**src/ocm_map.svh**
```systemverilog
// register map, field positions and reset values for the on-chip memory controller
`ifndef OCM_MAP_SVH
`define OCM_MAP_SVH
// ----------------------------------------------------------------
// register bus low-bit selects
// ----------------------------------------------------------------
`define OCM_SEL_INIT 2'h0
`define OCM_SEL_FILL 2'h1
`define OCM_SEL_RANGE 2'h2
`define OCM_SEL_CTRL 2'h3
// ----------------------------------------------------------------
// control register fields (bit 0 is lsb here)
// ----------------------------------------------------------------
`define OCM_CTL_EN 7
`define OCM_CTL_BUSY 5
`define OCM_CTL_FWD 4
`define OCM_CTL_MODE_LO 0
`define OCM_CTL_MODE_HI 2
// ----------------------------------------------------------------
// address geometry
// ----------------------------------------------------------------
`define OCM_RANGE_HI 31
`define OCM_RANGE_LO 24
`define OCM_IADDR_HI 23
`define OCM_IADDR_LO 3
`define OCM_DADDR_HI 23
`define OCM_DADDR_LO 2
`define OCM_FILL_RST 32'h0000_0000
`define OCM_INIT_RST 21'h00_0000
`define OCM_ACCESS_CYCLES 3'h3
`endif

```
**src/ocm_pkg.sv**
```systemverilog
// types shared by the on-chip memory controller
package ocm_pkg;
  typedef enum logic [1:0] {OCM_IDLE, OCM_WAIT, OCM_ACCESS, OCM_DONE} ocm_state_t;
endpackage : ocm_pkg

```
**src/ocm_access_seq.sv**
```systemverilog
// per-side access sequencer with wait-state divider
`timescale 1ns/10ps
`include "ocm_map.svh"
module ocm_access_seq (
  input wire logic i_clk,
  input wire logic i_reset,
  input wire logic i_req,
  input wire logic [2:0] i_mode,
  output logic o_launch,
  output logic o_done
);
  ocm_pkg::ocm_state_t state_r;
  ocm_pkg::ocm_state_t state_nxt;
  logic [2:0] wait_r;
  logic [2:0] wait_nxt;
  logic [1:0] step_r;
  logic [1:0] step_nxt;
  wire multi = (i_mode != 3'h0);
  // ----------------------------------------------------------------
  // sequence: idle, wait states, ram access, data latched
  // ----------------------------------------------------------------
  always_comb begin
    state_nxt = state_r;
    wait_nxt = wait_r;
    step_nxt = step_r;
    case (state_r)
      ocm_pkg::OCM_IDLE: begin
        if (i_req) begin
          wait_nxt = i_mode;
          step_nxt = 2'h0;
          state_nxt = multi ? ocm_pkg::OCM_WAIT : ocm_pkg::OCM_ACCESS;
        end
      end
      ocm_pkg::OCM_WAIT: begin
        // wait states before the ram access in multi-cycle mode
        if (wait_r == 3'h0) state_nxt = ocm_pkg::OCM_ACCESS;
        else wait_nxt = wait_r - 3'h1;
      end
      ocm_pkg::OCM_ACCESS: begin
        step_nxt = step_r + 2'h1;
        if (step_r == 2'h1) state_nxt = ocm_pkg::OCM_DONE;
      end
      ocm_pkg::OCM_DONE: state_nxt = ocm_pkg::OCM_IDLE;
      default: state_nxt = ocm_pkg::OCM_IDLE;
    endcase
  end
  always_ff @(posedge i_clk) begin
    if (i_reset) begin
      state_r <= ocm_pkg::OCM_IDLE;
      wait_r <= 3'h0;
      step_r <= 2'h0;
      o_launch <= 1'b0;
      o_done <= 1'b0;
    end else begin
      state_r <= state_nxt;
      wait_r <= wait_nxt;
      step_r <= step_nxt;
      o_launch <= (state_nxt == ocm_pkg::OCM_ACCESS) && (step_nxt == 2'h0);
      o_done <= (state_nxt == ocm_pkg::OCM_DONE);
    end
  end
  property p_four_cycles;
    @(posedge i_clk) disable iff (i_reset)
      (state_r == ocm_pkg::OCM_IDLE && i_req && !multi) |-> ##3 o_done;
  endproperty
  a_four_cycles: assert property (p_four_cycles) else $error("access not four cycles");
  property p_mode_waits;
    @(posedge i_clk) disable iff (i_reset)
      (state_r == ocm_pkg::OCM_IDLE && i_req && multi) |=> !o_launch;
  endproperty
  a_mode_waits: assert property (p_mode_waits) else $error("no wait state");
endmodule : ocm_access_seq

```
**src/ocm_ctrl.sv**
```systemverilog
// instruction-side and data-side on-chip memory controller top
`timescale 1ns/10ps
`include "ocm_map.svh"
module ocm_ctrl (
  input wire logic i_clk,
  input wire logic i_reset,
  // tie-offs
  input wire logic [7:0] i_data_regbus_base_tie,
  input wire logic [7:0] i_instr_regbus_base_tie,
  input wire logic [7:0] i_data_range_init_tie,
  input wire logic [7:0] i_data_control_init_tie,
  input wire logic [7:0] i_instr_range_init_tie,
  input wire logic [7:0] i_instr_control_init_tie,
  // register bus
  input wire logic [9:0] i_reg_addr,
  input wire logic i_reg_read,
  input wire logic i_reg_write,
  input wire logic [31:0] i_reg_wdata,
  output logic [31:0] o_reg_rdata,
  output logic o_reg_ack,
  // instruction fetch port
  input wire logic [31:0] i_fetch_addr,
  input wire logic i_fetch_req,
  output logic o_fetch_claim,
  output logic o_fetch_valid,
  output logic [63:0] o_fetch_data,
  // data port
  input wire logic [31:0] i_data_addr,
  input wire logic i_load_req,
  input wire logic i_store_req,
  output logic o_data_claim,
  output logic o_data_is_load,
  output logic o_data_valid,
  output logic [1:0] o_load_use_latency,
  output logic [21:0] o_data_ram_addr,
  output logic o_data_side_flag_out,
  // instruction block ram
  input wire logic [63:0] i_instr_ram_read_data,
  output logic [20:0] o_instr_ram_read_addr,
  output logic o_instr_ram_read_en,
  output logic [20:0] o_instr_ram_write_addr,
  output logic [31:0] o_instr_ram_write_data,
  output logic o_odd_word_write_en,
  output logic o_even_word_write_en
);
  logic [7:0] data_range_compare_r;
  logic [7:0] data_side_control_r;
  logic [7:0] instr_range_compare_r;
  logic [7:0] instr_side_control_r;
  logic [20:0] instr_init_address_r;
  logic [31:0] instr_fill_data_r;
  logic reset_d_r;
  logic ilaunch;
  logic idone;
  logic dlaunch;
  logic ddone;
  logic dload_r;
  // ----------------------------------------------------------------
  // register bus decode
  // ----------------------------------------------------------------
  wire dhit = (i_reg_addr[9:2] == i_data_regbus_base_tie);
  wire ihit = (i_reg_addr[9:2] == i_instr_regbus_base_tie);
  wire [1:0] sel = i_reg_addr[1:0];
  wire wr_drange = i_reg_write && dhit && sel == `OCM_SEL_RANGE;
  wire wr_dctrl = i_reg_write && dhit && sel == `OCM_SEL_CTRL;
  wire wr_init = i_reg_write && ihit && sel == `OCM_SEL_INIT;
  wire wr_fill = i_reg_write && ihit && sel == `OCM_SEL_FILL;
  wire wr_irange = i_reg_write && ihit && sel == `OCM_SEL_RANGE;
  wire wr_ictrl = i_reg_write && ihit && sel == `OCM_SEL_CTRL;
  // data side has only the upper two selects; lower ones read zero
  wire [31:0] drd = (sel == `OCM_SEL_RANGE) ? {24'h00_0000, data_range_compare_r}
    : (sel == `OCM_SEL_CTRL) ? {24'h00_0000, data_side_control_r} : 32'h0000_0000;
  wire [31:0] ird = (sel == `OCM_SEL_INIT) ? {11'h000, instr_init_address_r}
    : (sel == `OCM_SEL_FILL) ? instr_fill_data_r
    : (sel == `OCM_SEL_RANGE) ? {24'h00_0000, instr_range_compare_r}
    : {24'h00_0000, instr_side_control_r};
  wire [31:0] rd_mux = ihit ? ird : dhit ? drd : 32'h0000_0000;
  // ----------------------------------------------------------------
  // address decode
  // ----------------------------------------------------------------
  wire ien = instr_side_control_r[`OCM_CTL_EN];
  wire den = data_side_control_r[`OCM_CTL_EN];
  wire ifetch_hit = ien && i_fetch_req &&
    (i_fetch_addr[`OCM_RANGE_HI:`OCM_RANGE_LO] == instr_range_compare_r);
  wire dreq = i_load_req || i_store_req;
  wire ddec_hit = den && dreq &&
    (i_data_addr[`OCM_RANGE_HI:`OCM_RANGE_LO] == data_range_compare_r);
  wire [2:0] imode = instr_side_control_r[`OCM_CTL_MODE_HI:`OCM_CTL_MODE_LO];
  wire [2:0] dmode = data_side_control_r[`OCM_CTL_MODE_HI:`OCM_CTL_MODE_LO];
  ocm_access_seq u_iseq (
    .i_clk(i_clk),
    .i_reset(i_reset),
    .i_req(ifetch_hit),
    .i_mode(imode),
    .o_launch(ilaunch),
    .o_done(idone)
  );
  ocm_access_seq u_dseq (
    .i_clk(i_clk),
    .i_reset(i_reset),
    .i_req(ddec_hit),
    .i_mode(dmode),
    .o_launch(dlaunch),
    .o_done(ddone)
  );
  // ----------------------------------------------------------------
  // registers; reset, and release-edge reload of range and control registers from tie-offs
  // ----------------------------------------------------------------
  always_ff @(posedge i_clk) begin
    reset_d_r <= i_reset;
    if (i_reset) begin
      data_range_compare_r <= 8'h00;
      data_side_control_r <= 8'h00;
      instr_range_compare_r <= 8'h00;
      instr_side_control_r <= 8'h00;
    end else if (reset_d_r) begin
      data_range_compare_r <= i_data_range_init_tie;
      data_side_control_r <= i_data_control_init_tie;
      instr_range_compare_r <= i_instr_range_init_tie;
      instr_side_control_r <= i_instr_control_init_tie;
    end else begin
      if (wr_drange) data_range_compare_r <= i_reg_wdata[7:0];
      if (wr_dctrl) data_side_control_r <= i_reg_wdata[7:0];
      if (wr_irange) instr_range_compare_r <= i_reg_wdata[7:0];
      if (wr_ictrl) instr_side_control_r <= i_reg_wdata[7:0];
    end
  end
  always_ff @(posedge i_clk) begin
    if (i_reset) begin
      instr_init_address_r <= `OCM_INIT_RST;
      instr_fill_data_r <= `OCM_FILL_RST;
    end else begin
      if (wr_init) instr_init_address_r <= i_reg_wdata[20:0];
      else if (wr_fill) instr_init_address_r <= instr_init_address_r + 21'h1;
      if (wr_fill) instr_fill_data_r <= i_reg_wdata;
    end
  end
  // ----------------------------------------------------------------
  // outputs
  // ----------------------------------------------------------------
  always_ff @(posedge i_clk) begin
    if (i_reset) begin
      o_reg_rdata <= 32'h0000_0000;
      o_reg_ack <= 1'b0;
      o_instr_ram_write_addr <= `OCM_INIT_RST;
      o_instr_ram_write_data <= `OCM_FILL_RST;
      o_odd_word_write_en <= 1'b0;
      o_even_word_write_en <= 1'b0;
      o_instr_ram_read_addr <= 21'h00_0000;
      o_instr_ram_read_en <= 1'b0;
      o_fetch_claim <= 1'b0;
      o_fetch_valid <= 1'b0;
      o_fetch_data <= 64'h0000_0000_0000_0000;
      o_data_claim <= 1'b0;
      o_data_is_load <= 1'b0;
      o_data_valid <= 1'b0;
      o_data_ram_addr <= 22'h00_0000;
      o_load_use_latency <= 2'h1;
      o_data_side_flag_out <= 1'b0;
      dload_r <= 1'b0;
    end else begin
      o_reg_rdata <= i_reg_read ? rd_mux : 32'h0000_0000;
      o_reg_ack <= (i_reg_read || i_reg_write) && (ihit || dhit);
      // write port carries the init address and the word being filled
      o_instr_ram_write_addr <= instr_init_address_r;
      o_instr_ram_write_data <= wr_fill ? i_reg_wdata : instr_fill_data_r;
      o_odd_word_write_en <= wr_fill && instr_init_address_r[0];
      o_even_word_write_en <= wr_fill && !instr_init_address_r[0];
      if (ifetch_hit)
        o_instr_ram_read_addr <= i_fetch_addr[`OCM_IADDR_HI:`OCM_IADDR_LO];
      o_instr_ram_read_en <= ilaunch;
      o_fetch_claim <= ifetch_hit;
      o_fetch_valid <= idone;
      if (idone) o_fetch_data <= i_instr_ram_read_data;
      o_data_claim <= ddec_hit;
      if (ddec_hit) begin
        dload_r <= i_load_req;
        o_data_ram_addr <= i_data_addr[`OCM_DADDR_HI:`OCM_DADDR_LO];
      end
      o_data_is_load <= dload_r;
      o_data_valid <= ddone;
      o_load_use_latency <= data_side_control_r[`OCM_CTL_FWD] ? 2'h2 : 2'h1;
      o_data_side_flag_out <= data_side_control_r[`OCM_CTL_BUSY];
    end
  end
  // unused data launch only paces the sequencer
  wire unused_dlaunch = dlaunch;
  property p_fill_one_hot;
    @(posedge i_clk) disable iff (i_reset)
      wr_fill |=> (o_odd_word_write_en ^ o_even_word_write_en);
  endproperty
  a_fill_one_hot: assert property (p_fill_one_hot) else $error("fill enable not one-hot");
  property p_init_inc;
    @(posedge i_clk) disable iff (i_reset || reset_d_r)
      (wr_fill && !wr_init) |=> instr_init_address_r == $past(instr_init_address_r) + 21'h1;
  endproperty
  a_init_inc: assert property (p_init_inc) else $error("init address not incremented");
  property p_fill_data;
    @(posedge i_clk) disable iff (i_reset)
      wr_fill |=> o_instr_ram_write_data == $past(i_reg_wdata);
  endproperty
  a_fill_data: assert property (p_fill_data) else $error("fill data wrong");
  property p_no_decode;
    @(posedge i_clk) disable iff (i_reset)
      !ien |=> !o_fetch_claim;
  endproperty
  a_no_decode: assert property (p_no_decode) else $error("claim while disabled");
  property p_busy;
    @(posedge i_clk) disable iff (i_reset)
      ##1 o_data_side_flag_out == $past(data_side_control_r[`OCM_CTL_BUSY]);
  endproperty
  a_busy: assert property (p_busy) else $error("busy mismatch");
  property p_fwd;
    @(posedge i_clk) disable iff (i_reset)
      data_side_control_r[`OCM_CTL_FWD] |=> o_load_use_latency == 2'h2;
  endproperty
  a_fwd: assert property (p_fwd) else $error("latency wrong");
  property p_load_first;
    @(posedge i_clk) disable iff (i_reset)
      (ddec_hit && i_load_req && i_store_req) |=> dload_r;
  endproperty
  a_load_first: assert property (p_load_first) else $error("store beat load");
  property p_tie_load;
    @(posedge i_clk) disable iff (i_reset)
      // sampled reset keeps the last reset edge out of the antecedent
      (reset_d_r && !i_reset) |=>
        instr_side_control_r == $past(i_instr_control_init_tie);
  endproperty
  a_tie_load: assert property (p_tie_load) else $error("tie not loaded");
endmodule : ocm_ctrl

```
**config.mk**
```make
export PLATFORM = sky130hd
export DESIGN_NAME = ocm_ctrl
export DESIGN_NICKNAME = d
export VERILOG_FILES = /design/src/ocm_pkg.sv /design/src/ocm_access_seq.sv /design/src/ocm_ctrl.sv
export VERILOG_INCLUDE_DIRS = /design/src
export SDC_FILE = /design/constraint.sdc
export NUM_CORES = 1
export LEC_CHECK = 0
export ABC_AREA = 1
export BUFFER_PORTS_ARGS = -buffer_cell sky130_fd_sc_hd__buf_2
export CAP_MARGIN = 20
export CORE_MARGIN = 5
export CORE_UTILIZATION = 44
export DETAILED_ROUTE_END_ITERATION = 10
export PLACE_DENSITY = 0.76
export SYNTH_ARGS = -nofsm -noshare
export SYNTH_HDL_FRONTEND = slang
export SYNTH_SLANG_ARGS = --single-unit
```
**constraint.sdc**
```tcl
create_clock -name i_clk -period 1.4 [get_ports i_clk]
set_input_delay 0.14 -clock i_clk [delete_from_list [all_inputs] [get_ports i_clk]]
set_output_delay 0.14 -clock i_clk [all_outputs]
set_load 0.1 [all_outputs]
```
==> results of run 1 <==
==> kinds of logic (layout without fill, tap and decap cells) <==
| group | count (synthesis) | in the layout |
|---|---|---|
| flip-flops | 276 | 276 |
| AO/OA/AOI/OAI | 291 | 291 |
| adder cells (fa/ha/maj) | 7 | 7 |
| buffers and inverters | 211 | 939 |
| other | 0 | 3 |
| XOR/XNOR | 25 | 25 |
| AND/OR/NAND/NOR | 780 | 780 |
==> layout make-up <==
cell class	instances	area (sq um)
fillers	1611	6131
well taps	330	412.9
flip-flops and latches	276	5580
clock inverters	16	265.3
repair buffers	748	5924
inverters	139	554.3
clock buffers	36	802.0
multi-input cells	1103	5577
diodes	3	7.507
==> per-layer routing <==
layer | routed length, um | vias to the layer above | GRT usage [%]
li1 | - | 6480 | -
met1 | 17840 | 6532 | 35.82
met2 | 25240 | 982 | 55.83
met3 | 5116 | 272 | 6.783
met4 | 3391 | 2 | 16.42
met5 | 7 | - | 0
==> timing repair <==
item / CTS / global route
hold endpoints to repair: 180 / 0
pin swaps: 23 / 61
hold buffers: 164 / 0
cloned: 0 / 9
setup endpoints to repair: 263 / 85
gates resized for setup: 269 / 227
buffers inserted: 11 / 7
==> state kept, by name, summed over array words and instances (netlist names), 21 cells and up <==
register                cells
o_instr_ram_read_addr      21
o_fetch_data               64
o_instr_ram_write_addr     21
o_reg_rdata                32
instr_init_address_r       21
o_instr_ram_write_data     32
o_data_ram_addr            22
==> worst reg2reg max path: stages (launching register included) <==
cell and delay [ns]:
dfxtp_4 0.38, ha_4 0.15, nand2_4 0.05, inv_4 0.05, nand2_4 0.05, inv_4 0.08
nand3_4 0.09, nor2_4 0.13, nand2_1 0.09, nand2_1 0.09, nand2_1 0.05, o21ai_1 0.12
nand2_1 0.06
==> per-stage QoR <==
step | TNS [ns] | area [sq um] | power [mW] | setup WS (ns)
2_1_floorplan | -0.08761 | 11340 | 8.734 | -0.02104
3_3_place_gp | -12.53 | 14750 | 9.428 | -0.1789
3_5_place_dp | -16.22 | 14750 | 9.446 | -0.1949
4_1_cts | -0.1926 | 18200 | 18.31 | -0.04101
5_1_grt | -6.277 | 19120 | 18.98 | -0.1794
6_report | -1.764 | 19120 | 18.51 | -0.09475
==> cell usage after synthesis (all sizes together), types with 5 or more instances <==
cell and count:
xnor2 18, nand3 64, dfxtp 276, or2 5
o22ai 18, ha 7, nand4 7, nand2 316
nor3 17, clkbuf 58, inv 138, a21oi 74
nor2 367, buf 14, o21ai 194, xor2 7
==> final timing paths <==
path | from | endpoint | slack (ns)
worst max register to register | instr_init_address_r[1] | instr_init_address_r[20] | -0.09
worst max-delay path | instr_init_address_r[1] | instr_init_address_r[20] | -0.09
worst min register to register | u_dseq.o_done | o_data_valid | 0.41
worst min-delay path | i_data_control_init_tie[3] | data_side_control_r[3] | 0.02
==> power by group <==
group | switching (mW) | internal (mW) | leakage, nW
logic | 0.965 | 0.936 | 6.42
clock network | 3.30 | 5.34 | 0.526
registers | 0.0506 | 7.92 | 2.25
==> impl_results.md, run 1 <==
* Full die area at 28960 sq um
* Commonest non-fill, non-tap cell in the layout: nor2_1
* Crit-path max FO at 4
* First-pass GRT wire length at 74060 um
* H-tree depth at 1
* Finished Layout Cells at 2651
* Clock skew at 0.02160 ns
* Mapped Cells at 1590
* Worst Path Buf+Inv at 2
* Number of enable flip-flop cells after synthesis at 0
* Largest net degree at the start of global routing at 60
* Min-Delay Path Class: input pin to flip-flop
* HPWL after detailed placement at 31200 um
* Mux cell area share after synthesis at 0%
* Leakage at 9.191 nW
* Core Region at 25250 sq um
* Failing checks: setup timing
* Worst-path cell chain: ha_4 -> nand2_4 -> inv_4 -> nand2_4 -> inv_4 -> nand3_4 -> nor2_4 -> nand2_1 -> nand2_1 -> nand2_1 -> o21ai_1 -> nand2_1
* Cell repeated most along the worst path: nand2_1
* Total wire length at 51600 um
* P&R area growth vs syn at 69.37%
* RSZ-0062 raised after global routing: yes
* Final setup viols at 50
* R2R cell count at 12
* Synth Area in Compound Gates at 13.23%
* Adder-Cell Fraction of Synth Area at 0.7757%
* Mapped Nets at 1822
* Number of global-route vias before repair at 14190
* Fin. max-slew vios at 0
* Clock Sinks at 276
* Largest family of logic cells by synthesized area: simple AND/OR/NAND/NOR gates
* Worst slew pin tran at 0.3666 ns
* FFs w/ async S/R, synth at 0%
* Count of final hold-check violations at 0
* Slowest cell on crit path: dfxtp_4
* Maximum vdd drop at 0.001006 V
* Avg Cell Area, Syn at 7.101 sq um
* Worst-Skew Late Latency at 0.55 ns
* CTS buffer count at 29
* Min cycle time layout at 1.495 ns
* Vert. Die Dim at 170.2 um
* Fmax achieved at 0.6690 GHz
* CTS tree: built
* Worst Path Arrival at 1.94 ns
* Placed Cells at 2405
* Layout cells sized above 1 at 35.68%
* Total global-route track usage at 31.62%
* Clock Tree Root: clkbuf_16
* Area share of xor/xnor cells in the synthesized design at 1.939%
* Synth warn at 0
* Antenna Violating Nets Remaining at 0
* Initial Utilization at 44.71%
* Top Ports at 429
* Fin crit share at 106.8%
* Most frequent cells in the layout: nor2_1, buf_4, nand2_1
* Netlist cell types at 37
* Crit path depth at 12
* Outcome: complete, but fails checks
* Post-synth top area share at 48.94%
* Initial drt markers at 1361
* Delay-heaviest family, CP: simple AND/OR/NAND/NOR gates
* DR DRC count at 0
* Post-synth top flop: dfxtp_1
* Max Cap Violations at 0
* Drt pass-1 iters at 6
* Synth Register Bits at 276
* # port buffers at 423
* Final Wtd Congestion at 0.9467
* Row count at 58
* Clk buf depth at 3
* Worst setup SP type: flip-flop
* Synth Area in Simple Gates at 27.79%
* Final worst slack at -0.09475 ns
* Util after Layout at 75.72%
* Crit path kind: flip-flop to flip-flop
* Synth Cell Area at 11290 sq um
* Routed WL per cell at 19.46 um
* Slowest stage delay, CP at 0.38 ns
* Critical path endpoint category: flip-flop
* Via count at 14270
* Hold Crit Depth at 5
* Nets at 2529
* P per Cell Area at 967.8 nW/um^2
* Worst Path Required at 1.85 ns
* Die X at 170.2 um
* Relative slew margins at 75.30%
* Via density at 5.382
* Final hold slack at 0.02083 ns
* Grt ovf at 0
* Dominant cell type by area after synthesis: dfxtp_1
* Sequential fraction of the synthesis area at 48.94%
* Initial antenna violation count at 3
* Ranking of synthesized cells by area: dfxtp_1, nor2_1, nand2_1, o21ai_0, inv_1
* Clock slew at reported path FFs at 0.06 ns
Note: power is estimated with default switching activity, not from simulation.
==> inputs of run 2 (changes only) <==
SKIP_LAST_GASP = 1   (was unset)
==> run 2 against run 1 <==
Net effect: the flow still finishes with violations (setup timing); clock skew is 0.0016 ns lower; via count is 0.67% lower; count of clock-buffer cells in the layout stayed put; first-iteration DRC count is 7.8% higher; largest cell class unchanged; highest routed layer unchanged.
==> impl_results.md, run 2 (synthesis results as in run 1) <==
* Outcome: complete, but fails checks
* Failing checks: setup timing
* RSZ-0062 raised after global routing: yes
* Largest register FFs at 64
* Via density at 5.350
* Worst-path cell chain: buf_6 -> inv_2 -> nor3_4 -> nand3_4 -> nor2_4 -> nand2_1 -> nand2_1 -> nand2_1 -> o21ai_1 -> nand2_1
* Grt ovf at 0
* Antenna Violating Nets Remaining at 0
* Top Ports at 429
* Clock Sinks at 276
* Worst Path Arrival at 1.96 ns
* Total wire length at 50900 um
* Routed WL per cell at 19.21 um
* Core Region at 25250 sq um
* Full die area at 28960 sq um
* P per Cell Area at 975.2 nW/um^2
* Leakage at 9.153 nW
* Crit path kind: flip-flop to flip-flop
* Crit-path max FO at 3
* Clk buf depth at 3
* Fin. max-slew vios at 0
* R2R cell count at 10
* P&R area growth vs syn at 67.74%
* CTS buffer count at 29
* CTS tree: built
* Die X at 170.2 um
* Nets at 2527
* Worst-Skew Late Latency at 0.55 ns
* Initial Utilization at 44.71%
* Post-DP Area at 14750 sq um
* Relative slew margins at 75.71%
* Final Wtd Congestion at 0.9467
* Number of global-route vias before repair at 14250
* Via count at 14170
* Max Cap Violations at 0
* Fillcell total at 1634
* Fmax achieved at 0.6594 GHz
* Initial antenna violation count at 1
* Cell repeated most along the worst path: nand2_1
* H-tree depth at 1
* DR DRC count at 0
* Fin area at 18940 sq um
* Slowest stage delay, CP at 0.35 ns
* Finished Layout Cells at 2649
* Most frequent cells in the layout: nor2_1, buf_4, nand2_1
* Biggest regs: o_fetch_data: 64 flops, o_instr_ram_write_data: 32 flops, o_reg_rdata: 32 flops
* Critical path endpoint category: flip-flop
* # port buffers at 423
* Placed Cells at 2405
* Final worst slack at -0.1165 ns
* Biggest register: o_fetch_data
* Min cycle time layout at 1.517 ns
* Layout cells sized above 1 at 35.32%
* Worst setup SP type: flip-flop
* Clock slew at reported path FFs at 0.06 ns
* Min-Delay Path Class: input pin to flip-flop
* Maximum vdd drop at 0.001014 V
* First-pass GRT wire length at 73610 um
* Clock Tree Root: clkbuf_16
* Commonest non-fill, non-tap cell in the layout: nor2_1
* Row count at 58
* Fin crit share at 108.3%
* Total global-route track usage at 31.41%
* Final setup viols at 40
* Initial drt markers at 1467
* Worst Path Required at 1.85 ns
* Vert. Die Dim at 170.2 um
* Clock skew at 0.01997 ns
* HPWL after detailed placement at 31200 um
* Largest net degree at the start of global routing at 60
* Hold Crit Depth at 5
* Count of final hold-check violations at 0
* Drt pass-1 iters at 6
* Worst slew pin tran at 0.3643 ns
* Slowest cell on crit path: dfxtp_2
[run 2: layout make-up]
| type | count | area, sq um | area share [%] |
|---|---|---|---|
| Timing Repair Buffer | 746 | 5818 | 30.72 |
| Multi-Input combinational cell | 1103 | 5515 | 29.12 |
| Clock buffer | 36 | 802.0 | 4.235 |
| Inverter | 139 | 544.3 | 2.874 |
| Clock inverter | 16 | 265.3 | 1.401 |
| Antenna cell | 3 | 7.507 | 0.03964 |
| Sequential cell | 276 | 5574 | 29.43 |
| Tap cell | 330 | 412.9 | 2.180 |
[run 2: metrics by stage]
| stage | total power, mW | hold slack, ns | worst slack [ns] | TNS [ns] | utilization [%] |
|---|---|---|---|---|---|
| 3_5_place_dp | 9.446 | 0.3664 | -0.1949 | -16.22 | 58.40 |
| 5_1_grt | 18.95 | 0.03014 | -0.2148 | -6.226 | 74.97 |
| 2_1_floorplan | 8.734 | 0.1677 | -0.02104 | -0.08761 | - |
| 4_1_cts | 18.31 | 0.003459 | -0.04393 | -0.5567 | 71.97 |
| 3_3_place_gp | 9.428 | 0.3602 | -0.1789 | -12.53 | 58.40 |
| 6_report | 18.47 | 0.01623 | -0.1165 | -1.547 | 75.00 |
[run 2: routing by layer]
metal	vias up	track usage (%)	part of all wire, %
li1	6465	-	-
met1	6426	35.77	35
met2	1012	55.42	49
met3	267	7.015	10
met4	2	15.52	6.0
met5	-	0	0.014
[run 2: worst paths after layout]
| path | startpoint | to | slack [ns] |
|---|---|---|---|
| worst max-delay path | instr_init_address_r[4] | instr_init_address_r[20] | -0.12 |
| worst min-delay path | i_data_control_init_tie[3] | data_side_control_r[3] | 0.02 |
| worst max register to register | instr_init_address_r[4] | instr_init_address_r[20] | -0.12 |
| worst min register to register | u_iseq.o_launch | o_instr_ram_read_en | 0.41 |
[run 2: critical path: cells and delay by family, from the launching register on]
family	cells	cell delay, ns
buffers and inverters	2	0.16
AO/OA/AOI/OAI	1	0.12
flip-flops	1	0.35
AND/OR/NAND/NOR	7	0.78
[run 2: power by group]
part           switching (mW)  leakage (nW)  internal [mW]
clock                    3.28         0.526           5.34
combinational           0.951          6.38          0.930
sequential             0.0506          2.24           7.92
total                    4.29          9.15           14.2
[run 2: repair_timing]
action                     in CTS  in global routing
setup endpoints to repair     263                 81
hold buffers                  164                  0
resized for setup             251                210
pin swaps                      23                 71
cloned                          0                  6
hold endpoints to repair      180                  0
setup buffers                  11                  9
==> inputs of run 3 (changes only) <==
BUFFER_PORTS_ARGS = -buffer_cell sky130_fd_sc_hd__buf_4   (was -buffer_cell sky130_fd_sc_hd__buf_2)
==> run 3 against run 2 <==
Net effect: the run still ends with setup timing left; critical path type unchanged; worst hold slack worse by 0.00058 ns; count of clock-buffer cells in the layout grew 1; worst setup slack improved by 0.0067 ns; global-route usage fell by 0.34 points; total power grew 1.4%; core utilization is 3.3 points higher; sequential power is essentially flat; largest cell class unchanged; clock skew decreased by 0.010 ns; fmax increased by 0.44%; final cell count increased by 0.19%; routed wire length rose by 1.2%; highest routed layer is now met4; sequential cell count unchanged.
==> impl_results.md, run 3 (synthesis results as in run 1) <==
* Final worst slack at -0.1098 ns
* Biggest register: o_fetch_data
* Total wire length at 51500 um
* Row count at 58
* Full die area at 28960 sq um
* Crit path kind: flip-flop to flip-flop
* Worst setup SP type: flip-flop
* Initial drt markers at 1319
* HPWL after detailed placement at 31630 um
* Crit-path max FO at 3
* P per Cell Area at 947.6 nW/um^2
* Die X at 170.2 um
* Fin crit share at 107.8%
* Via count at 14210
* Int Power at 14.33 mW
* Clk buf depth at 3
* Worst-Skew Late Latency at 0.55 ns
* Fillcell total at 1578
* Setup TNS Final at -3.072 ns
* Sw Share at 23.52%
* Number of global-route vias before repair at 14000
* Crit path to: instr_init_address_r[8]
* Reg power frac at 42.6%
* Most frequent cells in the layout: buf_4, nor2_1, nand2_1
* Total global-route track usage at 31.08%
* P&R area growth vs syn at 75.12%
* Grt ovf at 0
* Drt pass-1 iters at 6
* Vert. Die Dim at 170.2 um
* Count of final hold-check violations at 0
* Worst Path Required at 1.88 ns
* Layout cells sized above 1 at 35.43%
* Fin. max-slew vios at 0
* Final hold slack at 0.01564 ns
* Initial Utilization at 44.71%
* Final Wtd Congestion at 0.9146
* Combinational power share at 10.9%
* First-pass GRT wire length at 72970 um
* Top Ports at 429
* Largest register FFs at 64
* Largest net degree at the start of global routing at 65
* Min cycle time layout at 1.510 ns
* Max Cap Violations at 0
* Clk network pwr share at 46.5%
* Clock Sinks at 276
* Net switching power at 4.407 mW
* # port buffers at 423
* Failing checks: setup timing
* RSZ-0062 raised after global routing: yes
* Leakage at 9.382 nW
* Antenna Violating Nets Remaining at 0
* Via density at 5.353
* Clock skew at 0.009937 ns
* DR DRC count at 0
* Critical path endpoint category: flip-flop
* Biggest regs: o_fetch_data: 64 flops, o_instr_ram_write_data: 32 flops, o_reg_rdata: 32 flops
* RR Startpoint: instr_init_address_r[4]
* H-tree depth at 1
* Final setup viols at 63
* Worst setup path startpoint: instr_init_address_r[4]
* Maximum vdd drop at 0.001103 V
* Worst slew pin tran at 0.5290 ns
* Fmax achieved at 0.6623 GHz
* Nets at 2525
* Min-Delay Path Class: input pin to flip-flop
* Clock slew at reported path FFs at 0.07 ns
* Clock Tree Root: clkbuf_16
* Initial antenna violation count at 6
* Core Region at 25250 sq um
* R2R Path End: instr_init_address_r[8]
* Util after Layout at 78.29%
* Routed WL per cell at 19.40 um
* Relative slew margins at 64.60%
* Outcome: complete, but fails checks
* FF-to-FF setup slack at -0.11 ns
* CTS buffer count at 30
* Commonest non-fill, non-tap cell in the layout: buf_4
* CTS tree: built
* R2R cell count at 9
* Worst Path Arrival at 1.99 ns
==> run 3: worst min path at each step <==
| stage | to | from | slack (ns) | cells past startpoint |
|---|---|---|---|---|
| floorplan | reset_d_r | i_reset | 0.17 | 0 |
| global placement | o_fetch_data[30] | i_instr_ram_read_data[30] | 0.36 | 3 |
| detailed placement | o_fetch_data[43] | i_instr_ram_read_data[43] | 0.37 | 3 |
| CTS | data_range_compare_r[7] | i_data_range_init_tie[7] | 0.006 | 5 |
| global route | data_range_compare_r[7] | i_data_range_init_tie[7] | 0.03 | 5 |
| finish | data_range_compare_r[7] | i_data_range_init_tie[7] | 0.02 | 5 |
==> run 3: power groups by stage <==
stage	combinational [mW]	clock, mW	sequential [mW]
CTS	1.89	8.76	7.97
global placement	1.45	0	8.14
floorplan	0.553	0	8.18
finish	2.05	8.71	7.98
detailed placement	1.47	0	8.15
global route	2.18	9.13	7.98
==> run 3: repair_timing <==
| action | in CTS | in global routing |
|---|---|---|
| endpoints found under the setup margin | 68 | 102 |
| resized for setup | 102 | 193 |
| pin swaps | 33 | 39 |
| cloned | 3 | 5 |
| buffers inserted | 9 | 9 |
| hold buffers | 170 | 0 |
| hold endpoints to repair | 189 | 0 |
==> run 3: worst max-delay path: stages, from the launching register on <==
cell and delay [ns]:
dfxtp_2 0.34, buf_4 0.13, inv_2 0.05, nor3_4 0.26, buf_4 0.18, buf_4 0.09
a21oi_1 0.05, o21ai_0 0.16, nand2_1 0.08, o21ai_1 0.11
==> run 3: per-stage QoR <==
step / worst slack (ns) / std cells / power (mW) / area (sq um)
3_3_place_gp: -0.1575 / 2395 / 9.595 / 15750
2_1_floorplan: -0.02104 / 1590 / 8.734 / 11340
4_1_cts: -0.07110 / 2633 / 18.62 / 18960
3_5_place_dp: -0.2269 / 2395 / 9.614 / 15750
5_1_grt: -0.2082 / 2653 / 19.29 / 19770
6_report: -0.1098 / 2654 / 18.74 / 19770
==> run 3: area by class of cell <==
cell class | instances | area, sq um | share of cell area [%]
inverters | 139 | 541.8 | 2.740
diodes | 7 | 17.52 | 0.08859
multi-input cells | 1103 | 5639 | 28.52
repair buffers | 743 | 6484 | 32.79
clock inverters | 19 | 262.8 | 1.329
flip-flops and latches | 276 | 5587 | 28.25
well taps | 330 | 412.9 | 2.088
clock buffers | 37 | 828.3 | 4.189
==> run 3: metal layers <==
layer	vias to the layer above	track usage, %	routed length (um)
met4	0	16.25	3464
met2	943	54.56	25180
met5	-	0	0
li1	6462	-	-
met1	6537	35.42	17810
met3	266	6.643	5043
